<file path="config.mk">
export PLATFORM = sky130hd
export DESIGN_NAME = rxes_top
export DESIGN_NICKNAME = d
export VERILOG_FILES = /design/src/rtl/rxes_pkg.sv /design/src/rtl/rxes_top.sv /design/src/rtl/rxes_eof_timer.sv /design/src/rtl/rxes_channel.sv
export SDC_FILE = /design/constraint.sdc
export NUM_CORES = 1
export LEC_CHECK = 0
export BUFFER_PORTS_ARGS = -buffer_cell sky130_fd_sc_hd__buf_2
export CORE_UTILIZATION = 44
export DETAILED_ROUTE_END_ITERATION = 12
export MAX_ROUTING_LAYER = met4
export SETUP_SLACK_MARGIN = 0.2
export SYNTH_ARGS = -nofsm -noshare
export SYNTH_HDL_FRONTEND = slang
export SYNTH_SLANG_ARGS = --single-unit
</file>
<file path="constraint.sdc">
create_clock -name clock -period 2.9 [get_ports clock]
set_input_delay 0.58 -clock clock [delete_from_list [all_inputs] [get_ports clock]]
set_output_delay 0.58 -clock clock [all_outputs]
set_load 0.01 [all_outputs]
</file>
<file path="src/rtl/rxes_pkg.sv">
// *****************************************************************
// Receive event status constants
// *****************************************************************
package rxes_pkg;

  // Register offsets on the host register port
  localparam logic [7:0] ADDR_RX_IRQ_ENABLE = 8'h07;
  localparam logic [7:0] ADDR_RX_EVENT_FLAGS = 8'h08;
  localparam logic [7:0] ADDR_RX_DATA_A = 8'h09;
  localparam logic [7:0] ADDR_RX_MASK_A = 8'h0a;
  localparam logic [7:0] ADDR_RX_DATA_B = 8'h0b;
  localparam logic [7:0] ADDR_RX_MASK_B = 8'h0c;

  // Values after reset
  localparam logic [7:0] RESET_EVENT_FLAGS = 8'h00;
  localparam logic [7:0] RESET_IRQ_ENABLE = 8'h00;
  localparam logic [7:0] RESET_BYTE = 8'h00;
  localparam logic [3:0] RESET_FIELD = 4'h0;

  // Field layout: channel A in bits 3:0, channel B in bits 7:4
  localparam int CHANNELS = 2;
  localparam int CH_STRIDE = 4;
  localparam int FLD_FULL = 0;
  localparam int FLD_EOF = 1;
  localparam int FLD_FLOW = 2;
  localparam int FLD_VALID = 3;

  // Bits that may drive the interrupt; byte-complete bits never do
  localparam logic [7:0] IRQ_CAPABLE = 8'h77;

  // Bit counting
  localparam int EOF_LEN_W = 4;
  localparam logic [3:0] LAST_BIT_POS = 4'h7;
  localparam logic [3:0] FIRST_BIT_POS = 4'h0;
  localparam logic [7:0] ALL_BITS_VALID = 8'hff;

endpackage : rxes_pkg

</file>
<file path="src/rtl/rxes_top.sv">
`timescale 1ns/1ps
module rxes_top
  import rxes_pkg::*;
(
  input wire logic clock,
  input wire logic reset_n,
  input wire logic txEnable,
  input wire logic rxEnable,
  input wire logic [EOF_LEN_W-1:0] eofLength,
  input wire logic [CHANNELS-1:0] bitTick,
  input wire logic [CHANNELS-1:0] bitValid,
  input wire logic [CHANNELS-1:0] bitData,
  input wire logic [7:0] hostAddr,
  input wire logic hostRead,
  input wire logic hostWrite,
  input wire logic [7:0] hostWriteData,
  output logic [7:0] readData,
  output logic readValid,
  output logic irq
);

  // *****************************************************************
  // Declarations
  // *****************************************************************
  logic rxMode;
  logic flagsRead;
  logic [7:0] eventFlags;
  logic [7:0] rxIrqEnable;
  logic [7:0] next_readData;
  logic [CHANNELS-1:0] dataRead;
  logic [CHANNELS-1:0] eofEvent;
  logic [CHANNELS-1:0] frameActive;
  logic [CHANNELS-1:0] loadPulse;
  logic [CHANNELS-1:0] holdFull;
  logic [7:0] holdData [CHANNELS];
  logic [7:0] holdMask [CHANNELS];
  logic [3:0] chFlags [CHANNELS];

  // Receive mode only with receive on and transmit off
  assign rxMode = rxEnable && !txEnable;
  assign flagsRead = hostRead && (hostAddr == ADDR_RX_EVENT_FLAGS);
  assign dataRead[0] = hostRead && (hostAddr == ADDR_RX_DATA_A);
  assign dataRead[1] = hostRead && (hostAddr == ADDR_RX_DATA_B);

  // *****************************************************************
  // Channels
  // *****************************************************************
  generate
    for (genvar ch = 0; ch < CHANNELS; ch++) begin : g_chan
      rxes_eof_timer u_timer (
        .clock(clock),
        .reset_n(reset_n),
        .clear(!rxMode),
        .bitTick(bitTick[ch]),
        .bitValid(bitValid[ch]),
        .eofLength(eofLength),
        .frameActive(frameActive[ch]),
        .eofEvent(eofEvent[ch])
      );

      rxes_channel u_chan (
        .clock(clock),
        .reset_n(reset_n),
        .rxMode(rxMode),
        .bitTick(bitTick[ch]),
        .bitValid(bitValid[ch]),
        .bitData(bitData[ch]),
        .eofEvent(eofEvent[ch]),
        .dataRead(dataRead[ch]),
        .flagsRead(flagsRead),
        .holdData(holdData[ch]),
        .holdMask(holdMask[ch]),
        .holdFull(holdFull[ch]),
        .loadPulse(loadPulse[ch]),
        .flags(chFlags[ch])
      );

      // Channel fields packed into the status byte
      assign eventFlags[ch*CH_STRIDE +: CH_STRIDE] = chFlags[ch];
    end
  endgenerate

  // *****************************************************************
  // Register port
  // *****************************************************************

  // Only the enable register takes writes; the status byte is read-only
  always_ff @(posedge clock or negedge reset_n) begin
    if (!reset_n) begin
      rxIrqEnable <= RESET_IRQ_ENABLE;
    end else if (hostWrite && hostAddr == ADDR_RX_IRQ_ENABLE) begin
      rxIrqEnable <= hostWriteData;
    end
  end

  // Read mux; status captured before the read clear takes effect
  always_comb begin
    case (hostAddr)
      ADDR_RX_IRQ_ENABLE: next_readData = rxIrqEnable;
      ADDR_RX_EVENT_FLAGS: next_readData = rxMode ? eventFlags : RESET_EVENT_FLAGS;
      ADDR_RX_DATA_A: next_readData = holdData[0];
      ADDR_RX_MASK_A: next_readData = holdMask[0];
      ADDR_RX_DATA_B: next_readData = holdData[1];
      ADDR_RX_MASK_B: next_readData = holdMask[1];
      default: next_readData = RESET_BYTE;
    endcase
  end

  // Read answer one cycle after the strobe
  always_ff @(posedge clock or negedge reset_n) begin
    if (!reset_n) begin
      readData <= RESET_BYTE;
      readValid <= 1'b0;
    end else begin
      readValid <= hostRead;
      if (hostRead) begin
        readData <= next_readData;
      end
    end
  end

  // *****************************************************************
  // Interrupt
  // *****************************************************************

  // Registered so the pin never glitches on flag updates
  always_ff @(posedge clock or negedge reset_n) begin
    if (!reset_n) begin
      irq <= 1'b0;
    end else begin
      irq <= |(eventFlags & rxIrqEnable & IRQ_CAPABLE);
    end
  end

  generate
    for (genvar ch = 0; ch < CHANNELS; ch++) begin : g_check
      localparam int BASE = ch * CH_STRIDE;

    end
  endgenerate
endmodule : rxes_top

</file>
<file path="src/rtl/rxes_eof_timer.sv">
`timescale 1ns/1ps
// *****************************************************************
// End of frame timer: counts invalid bit times after reception began
// *****************************************************************
module rxes_eof_timer
  import rxes_pkg::*;
(
  input wire logic clock,
  input wire logic reset_n,
  input wire logic clear,
  input wire logic bitTick,
  input wire logic bitValid,
  input wire logic [EOF_LEN_W-1:0] eofLength,
  output logic frameActive,
  output logic eofEvent
);

  typedef enum logic {RXES_WAIT, RXES_FRAME} rxes_frame_type;

  rxes_frame_type frameState;
  logic [EOF_LEN_W-1:0] invalidCount;

  // Event fires when this invalid bit takes the count past the length
  assign frameActive = (frameState == RXES_FRAME);
  assign eofEvent = !clear && bitTick && !bitValid && frameActive
    && (invalidCount == eofLength);

  // Frame state and invalid bit counter
  always_ff @(posedge clock or negedge reset_n) begin
    if (!reset_n) begin
      frameState <= RXES_WAIT;
      invalidCount <= '0;
    end else if (clear) begin
      frameState <= RXES_WAIT;
      invalidCount <= '0;
    end else if (bitTick) begin
      case (frameState)
        RXES_WAIT: begin
          if (bitValid) begin
            frameState <= RXES_FRAME;
          end
          invalidCount <= '0;
        end
        RXES_FRAME: begin
          if (bitValid) begin
            invalidCount <= '0;
          end else if (invalidCount == eofLength) begin
            frameState <= RXES_WAIT;
            invalidCount <= '0;
          end else begin
            invalidCount <= invalidCount + 1'b1;
          end
        end
        default: begin
          frameState <= RXES_WAIT;
          invalidCount <= '0;
        end
      endcase
    end
  end

endmodule : rxes_eof_timer

</file>
<file path="src/rtl/rxes_channel.sv">
`timescale 1ns/1ps
// *****************************************************************
// One receive channel: byte assembly, holding register, event flags
// *****************************************************************
module rxes_channel
  import rxes_pkg::*;
(
  input wire logic clock,
  input wire logic reset_n,
  input wire logic rxMode,
  input wire logic bitTick,
  input wire logic bitValid,
  input wire logic bitData,
  input wire logic eofEvent,
  input wire logic dataRead,
  input wire logic flagsRead,
  output logic [7:0] holdData,
  output logic [7:0] holdMask,
  output logic holdFull,
  output logic loadPulse,
  output logic [3:0] flags
);

  logic [7:0] shiftData;
  logic [7:0] shiftMask;
  logic [3:0] bitPos;
  logic [7:0] next_shiftData;
  logic [7:0] next_shiftMask;
  logic validBit;
  logic overflow;
  logic underflow;

  assign validBit = bitTick && bitValid;
  // A whole byte, or a partial one cut off by end of frame
  assign loadPulse = rxMode && ((validBit && bitPos == LAST_BIT_POS) || (eofEvent && bitPos != FIRST_BIT_POS));
  // Reading in the same cycle as a load empties the old byte first
  assign overflow = loadPulse && holdFull && !dataRead;
  assign underflow = rxMode && dataRead && !holdFull;

  // First received bit lands in bit 0
  always_comb begin
    next_shiftData = shiftData;
    next_shiftMask = shiftMask;
    if (validBit) begin
      next_shiftData[bitPos[2:0]] = bitData;
      next_shiftMask[bitPos[2:0]] = 1'b1;
    end
  end

  // Shift register and bit position
  always_ff @(posedge clock or negedge reset_n) begin
    if (!reset_n) begin
      shiftData <= RESET_BYTE;
      shiftMask <= RESET_BYTE;
      bitPos <= FIRST_BIT_POS;
    end else if (!rxMode || loadPulse) begin
      shiftData <= RESET_BYTE;
      shiftMask <= RESET_BYTE;
      bitPos <= FIRST_BIT_POS;
    end else if (validBit) begin
      shiftData <= next_shiftData;
      shiftMask <= next_shiftMask;
      bitPos <= bitPos + 1'b1;
    end
  end

  // Holding register seen by the host
  always_ff @(posedge clock or negedge reset_n) begin
    if (!reset_n) begin
      holdData <= RESET_BYTE;
      holdMask <= RESET_BYTE;
      holdFull <= 1'b0;
    end else if (!rxMode) begin
      holdFull <= 1'b0;
    end else if (loadPulse) begin
      holdData <= next_shiftData;
      holdMask <= next_shiftMask;
      holdFull <= 1'b1;
    end else if (dataRead) begin
      holdFull <= 1'b0;
    end
  end

  // Event flags: a set in the clearing cycle wins over the read clear
  always_ff @(posedge clock or negedge reset_n) begin
    if (!reset_n) begin
      flags <= RESET_FIELD;
    end else if (!rxMode) begin
      flags <= RESET_FIELD;
    end else begin
      if (loadPulse) begin
        flags[FLD_VALID] <= (next_shiftMask == ALL_BITS_VALID);
      end
      if (overflow || underflow) begin
        flags[FLD_FLOW] <= 1'b1;
      end else if (flagsRead) begin
        flags[FLD_FLOW] <= 1'b0;
      end
      if (eofEvent) begin
        flags[FLD_EOF] <= 1'b1;
      end else if (flagsRead) begin
        flags[FLD_EOF] <= 1'b0;
      end
      if (loadPulse) begin
        flags[FLD_FULL] <= 1'b1;
      end else if (flagsRead) begin
        flags[FLD_FULL] <= 1'b0;
      end
    end
  end

endmodule : rxes_channel

</file>
==> flow_summary.yaml, run 1 <==
routing:
  drt-initial-drc-count: 269
  drt_wl_total_um: 11780
  remaining_drc_errors: 0
  wl_per_cell_um: 16.94
  drt_first_pass_iters: 5
  postRouteAntennaNets: 0
  vias: 3824
  avgViaCountPerCell: 5.502
critical_path:
  cp-start-kind: "register"
  timing_worst_setup_path_type: "reg2reg"
  cp-end-kind: "register"
  cpMaxStageDelayCell: "dfrtp_1"
  cp.depth: 8
  path_max_fanout: 34
  crit_path_cell_trace: "inv_1, ha_1, nor3b_1, or4_4, o2bb2ai_2, buf_4, nor2_1, a21oi_1"
  worstRegToRegCells: 8
  slowest_delay_ns: 0.52
  crit_buf_inv: 2
  critical_path_arrival_ns: 2.57
  path_delay_family: "simple AND/OR/NAND/NOR gates"
  cp.required_ns: 3.18
synthesis:
  async_flop_share: 1.000
  syn_area_per_cell_um2: 10.05
  seq_area_frac_synth: 0.5340
  synth_cell_types: 54
  synth.top_cells.by_area: "dfrtp_1, nor2_1, mux2i_1"
  netlist_area_um2: 5155
  synth-main-ff-cell: "dfrtp_1"
  synth_top_area_cell: "dfrtp_1"
  syn_nets: 551
  netlist.area_leader.share: 0.5340
  postSynthCellCount: 513
  yosys_warnings: 0
  synth_seq_cells: 110
  synth_enable_flop_cells: 0
cts:
  cts-buffers-inserted: 9
  cts_sinks: 110
  clock_path_buffers: 2
  clkTransAtPathRegs_ns: 0.08
  post_cts_resized: 0
  insertion_delay_ns: 0.36
  hold_buffers: 0
  cts_tree: "yes"
  post-cts-setup-buffer-count: 0
  htree_levels: 3
  cts_root_buffer: "clkbuf_16"
grt:
  top_usage_layer: "met2"
  grt_use_met1: 0.2891
  grt_pass1_vias: 3635
  antenna_found_initial: 0
  track_usage: 0.2167
  grt_max_degree: 57
  overflow: 0
  met3_usage: 0.04527
  grt_pass1_wl_um: 18920
  grt_use_met2: 0.3319
job:
  drv_cap: 0
pwr:
  power.density_nw_per_um2: 512.0
  swShare: 0.2505
  intPower_uw: 2220
  switching_power_uw: 742.0
  p_leak_uw: 0.002530
  pwr-share-comb: 0.064
  power_frac_clock: 0.405
  ir_drop_mv: 0.6068
  seqPwrFrac: 0.531
  finalPower_uw: 2962
run_status:
  run_status: "finished, final reports clean"
placement:
  hpwl_um: 8589
  io_buffer_count: 41
  gp_congestion: 0.8663
  placed_area_um2: 5502
cells_and_area:
  n_antenna_cell: 0
  layout_commonest_cell: "dfrtp_1"
  multi_input_area_um2: 2241
  design_area_um2: 5784
  ff_latch_area_um2: 2753
  n_fill_cell: 1095
  final_layout_size_suffix_gt1_frac: 0.1576
  mostFrequentLayoutCells: "dfrtp_1, nor2_1, nand2_1, buf_2, a21oi_1"
  area_growth_syn_to_layout_pct: 12.21
  nets: 585
timing:
  min_period_over_period: 0.7870
  tightest_slew_ns: 0.7413
  fmax_mhz: 438.2
  finalClockSkew_ns: 0.006490
  final.setup.tns_ns: 0
  finalMaxSlewViolations: 0
  rsz0062_at_grt: "no"
  setup_violations: 0
  relSlewSlack: 0.5058
  min_period_ns: 2.282
  report.final.hold_viol_count: 0
die:
  pin_count: 42
  num_rows: 39
  core_um2: 11420
  die_h_um: 110.2
  fp.dieArea_um2: 12150
  die_w_um: 110.2
  start_util: 0.4515
worst_hold_path:
  hold_path_class: "in2async"
metrics by stage:
stage	worst slack, ns	instances	utilization	hold slack, ns
2_1_floorplan	0.7430	513	-	0.2844
3_3_place_gp	0.6662	679	0.4818	0.4608
3_5_place_dp	0.5911	679	0.4818	0.4651
4_1_cts	0.6264	695	0.5066	0.3099
5_1_grt	0.4634	695	0.5066	0.3470
6_report	0.6178	695	0.5066	0.2847
sequential cells by signal, summed over array words and instances, names as in the netlist:
register / flops
g_chan.u_chan.bitPos: 8
g_chan.u_chan.flags: 8
g_chan.u_chan.holdData: 16
g_chan.u_chan.holdFull: 2
g_chan.u_chan.holdMask: 16
g_chan.u_chan.shiftData: 16
g_chan.u_chan.shiftMask: 16
g_chan.u_timer.frameActive: 2
g_chan.u_timer.invalidCount: 8
irq: 1
readData: 8
readValid: 1
rxIrqEnable: 8
routing by layer:
layer | up-vias | share of wire
li1 | 1871 | -
met1 | 1878 | 0.47
met2 | 64 | 0.48
met3 | 11 | 0.041
met4 | 0 | 0.014
met5 | - | 0
final timing paths:
check / from / slack [ns] / endpoint
worst min register to register: readData[2] / 0.48 / readData[2]
max in group asynchronous: reset_n / 1.94 / g_chan[1].u_chan.bitPos[3]
worst max-delay path: g_chan[0].u_chan.bitPos[0] / 0.62 / g_chan[0].u_chan.holdMask[7]
worst min-delay path: reset_n / 0.28 / g_chan[0].u_chan.bitPos[3]
min in group clock: hostWriteData[5] / 0.45 / rxIrqEnable[5]
worst max register to register: g_chan[0].u_chan.bitPos[0] / 0.62 / g_chan[0].u_chan.holdMask[7]
Yosys cell counts (6+ instances only):
| master | instances |
|---|---|
| o21a_1 | 6 |
| nand4_1 | 7 |
| xor2_1 | 9 |
| nor2_1 | 85 |
| nand3_1 | 13 |
| inv_1 | 13 |
| nor3_1 | 8 |
| o21ai_0 | 26 |
| clkbuf_1 | 14 |
| mux2i_1 | 19 |
| a22oi_1 | 12 |
| nand2_1 | 46 |
| dfrtp_1 | 110 |
| buf_2 | 9 |
| mux2_2 | 9 |
| a2bb2oi_1 | 6 |
| nor2b_1 | 7 |
| ha_1 | 6 |
| xnor2_1 | 6 |
| a21oi_1 | 30 |
power groups by stage:
stage / logic, uW / clock network (uW) / registers, uW
after floorplan: 92.3 / 0 / 1600
after global placement: 189 / 0 / 1600
after detailed placement: 193 / 0 / 1600
after CTS: 193 / 1220 / 1570
after global routing: 215 / 1270 / 1580
final: 189 / 1200 / 1570
kinds of logic (layout without fill, tap and decap cells):
| logic type | after synthesis | after routing | synth area share |
|---|---|---|---|
| buffers and inverters | 39 | 78 | 0.03131 |
| AO/OA/AOI/OAI | 118 | 118 | 0.1541 |
| adder cells (fa/ha/maj) | 6 | 6 | 0.01456 |
| flip-flops | 110 | 110 | 0.5340 |
| multiplexers | 28 | 28 | 0.05655 |
| XOR/XNOR | 15 | 15 | 0.02549 |
| AND/OR/NAND/NOR | 197 | 197 | 0.1840 |
worst reg2reg max path: stages, from the launching register on:
cell and delay, ns:
dfrtp_1 0.52, inv_1 0.14, ha_1 0.21, nor3b_1 0.14
or4_4 0.50, o2bb2ai_2 0.14, buf_4 0.34, nor2_1 0.09
a21oi_1 0.12
cell type report:
cell class / count / area share
clock inverters: 6 / 0.009301
well taps: 143 / 0.03093
multi-input cells: 364 / 0.3874
clock buffers: 10 / 0.03958
inverters: 13 / 0.008436
repair buffers: 49 / 0.04845
flip-flops and latches: 110 / 0.4759
Note: power is estimated with default switching activity, not from simulation.
==> run 2: changes to the inputs <==
--- a/config.mk
+++ b/config.mk
@@ -5,6 +5,7 @@
 export SDC_FILE = /design/constraint.sdc
 export NUM_CORES = 1
 export LEC_CHECK = 0
+export ABC_AREA = 1
 export BUFFER_PORTS_ARGS = -buffer_cell sky130_fd_sc_hd__buf_2
 export CORE_UTILIZATION = 44
 export DETAILED_ROUTE_END_ITERATION = 12
==> constraint.sdc (replaced) <==
create_clock -name clock -period 2.4 [get_ports clock]
set_input_delay 0.48 -clock clock [delete_from_list [all_inputs] [get_ports clock]]
set_output_delay 0.48 -clock clock [all_outputs]
set_load 0.01 [all_outputs]
==> flow_summary.yaml, run 2 <==
die:
  num_rows: 40
  core_um2: 12160
  die_w_um: 114.4
  die_h_um: 114.4
  fp.dieArea_um2: 13090
  pin_count: 42
  start_util: 0.4571
cts:
  insertion_delay_ns: 0.36
  cts-buffers-inserted: 9
  hold_buffers: 0
  cts_sinks: 110
  htree_levels: 3
  cts_root_buffer: "clkbuf_16"
  clkTransAtPathRegs_ns: 0.07
  cts_tree: "yes"
  post-cts-setup-buffer-count: 0
  clock_path_buffers: 2
  post_cts_resized: 0
routing:
  drt_wl_total_um: 13180
  wl_per_cell_um: 14.05
  avgViaCountPerCell: 4.924
  remaining_drc_errors: 0
  drt-initial-drc-count: 300
  vias: 4619
  postRouteAntennaNets: 0
  drt_first_pass_iters: 5
grt:
  antenna_found_initial: 0
  overflow: 0
  track_usage: 0.2310
  grt_pass1_vias: 4506
  grt_max_degree: 38
  grt_pass1_wl_um: 22560
pwr:
  ir_drop_mv: 0.3771
  p_leak_uw: 0.003368
  switching_power_uw: 830.8
  seqPwrFrac: 0.486
  pwr-share-comb: 0.055
  power.density_nw_per_um2: 605.3
  swShare: 0.2154
  intPower_uw: 3026
  power_frac_clock: 0.459
synthesis:
  synth_common_cells: "nand2_1, dfrtp_1, inv_1, nand3_1, nor2_1"
  seq_area_frac_synth: 0.4952
  syn_nets: 756
  yosysMostFrequentCell: "nand2_1"
  postSynthCellCount: 718
  synth_cell_types: 35
  netlist.area_leader.share: 0.4952
  synth-main-ff-cell: "dfrtp_1"
  synth_seq_cells: 110
  synth_enable_flop_cells: 0
  yosys_warnings: 0
  async_flop_share: 1.000
  syn_area_per_cell_um2: 7.742
  synth.top_cells.by_area: "dfrtp_1, nand2_1, nand3_1"
  synth_top_area_cell: "dfrtp_1"
  netlist_area_um2: 5559
timing:
  rsz0062_at_grt: "no"
  relSlewSlack: 0.5555
  finalMaxSlewViolations: 0
  fin_ws_ns: 0.6485
  hold_ws_ns: 0.05624
  tightest_slew_ns: 0.6632
  final.setup.tns_ns: 0
  min_period_over_period: 0.7298
  report.final.hold_viol_count: 0
  fmax_mhz: 570.9
  setup_violations: 0
  min_period_ns: 1.752
  finalClockSkew_ns: 0.006984
cells_and_area:
  nets: 804
  final_util: 0.5239
  stdcell_count: 938
  layout_commonest_cell: "nand2_1"
  multi_input_area_um2: 2372
  ff_latch_area_um2: 2753
  n_antenna_cell: 0
  area_growth_syn_to_layout_pct: 14.61
  mostFrequentLayoutCells: "nand2_1, dfrtp_1, inv_1, nand3_1, nor2_1"
  final_layout_size_suffix_gt1_frac: 0.1221
  n_fill_cell: 1184
critical_path:
  cp.required_ns: 2.65
  cp-start-kind: "register"
  timing_worst_setup_path_type: "reg2reg"
  cp-end-kind: "register"
  path_max_fanout: 18
  critical_path_arrival_ns: 2.01
placement:
  hpwl_um: 9634
  gp_congestion: 0.8642
  io_buffer_count: 41
  pre_cts_ws_ns: 0.4722
  dp_cells: 923
worst_hold_path:
  hold_path_class: "in2async"
job:
  drv_cap: 0
run_status:
  run_status: "finished, final reports clean"
## run 2: cell types whose count changed after synthesis, sizes merged, moves of 6 or more
cell     delta
a21oi      -12
a22oi      -13
a2bb2oi     -6
clkbuf     -12
inv        +79
mux2i      -19
nand2     +199
nand3      +72
nor2       -22
nor2b       -7
nor3b       -6
## run 2: worst paths after layout
kind	from	end	slack (ns)	cells past startpoint
setup / recovery	g_chan[1].u_chan.bitPos[1]	g_chan[1].u_chan.holdMask[6]	0.65	8
min in group clock	hostWriteData[7]	rxIrqEnable[7]	0.35	2
hold / removal	reset_n	g_chan[1].u_chan.holdData[4]	0.06	1
hold reg to reg	g_chan[0].u_chan.holdMask[2]	g_chan[0].u_chan.holdMask[2]	0.47	2
setup reg to reg	g_chan[1].u_chan.bitPos[1]	g_chan[1].u_chan.holdMask[6]	0.65	8
max in group asynchronous	reset_n	g_chan[1].u_timer.invalidCount[2]	1.66	2
## run 2: worst max-delay path, cell delays in order (launching register included)
cell and delay (ns):
dfrtp_1 0.44, ha_1 0.18, inv_1 0.04, nor3_1 0.25
nand2_1 0.18, nand2_4 0.23, nand2_4 0.17, nand2_1 0.11
nand2_1 0.05
## run 2: final cells by class
type	instances	share of cell area
Clock buffer	12	0.04183
Multi-Input combinational cell	498	0.3723
Tap cell	168	0.03299
Sequential cell	110	0.4321
Timing Repair Buffer	54	0.05185
Inverter	93	0.05479
Clock inverter	3	0.01414
## run 2: layer usage
metal / global-route usage / vias up / routed length, um
met5: - / - / 0
met4: 0.07532 / 0 / 221
met3: 0.03917 / 15 / 560
met2: 0.3257 / 91 / 5492
met1: 0.3372 / 2167 / 6907
li1: - / 2346 / -
## run 2: power groups by stage
| stage | combinational, uW | clock [uW] | sequential, uW |
|---|---|---|---|
| 3_3_place_gp | 210 | 0 | 1910 |
| 2_1_floorplan | 94.3 | 0 | 1910 |
| 6_report | 210 | 1770 | 1870 |
| 5_1_grt | 239 | 1870 | 1880 |
| 3_5_place_dp | 213 | 0 | 1910 |
| 4_1_cts | 214 | 1800 | 1870 |
## run 2: metrics by stage
stage          power (uW)  instance area [um^2]
2_1_floorplan        2002                  5559
3_3_place_gp         2120                  6015
3_5_place_dp         2123                  6015
4_1_cts              3892                  6371
5_1_grt              3983                  6371
6_report             3856                  6371
## run 2: cell families (layout without fill, tap and decap cells)
group | after synthesis | after routing | share of synthesized area
XOR/XNOR | 8 | 8 | 0.01260
adder cells (fa/ha/maj) | 6 | 6 | 0.01350
AND/OR/NAND/NOR | 415 | 415 | 0.3246
AO/OA/AOI/OAI | 61 | 61 | 0.05987
buffers and inverters | 110 | 162 | 0.07810
multiplexers | 8 | 8 | 0.01621
flip-flops | 110 | 110 | 0.4952
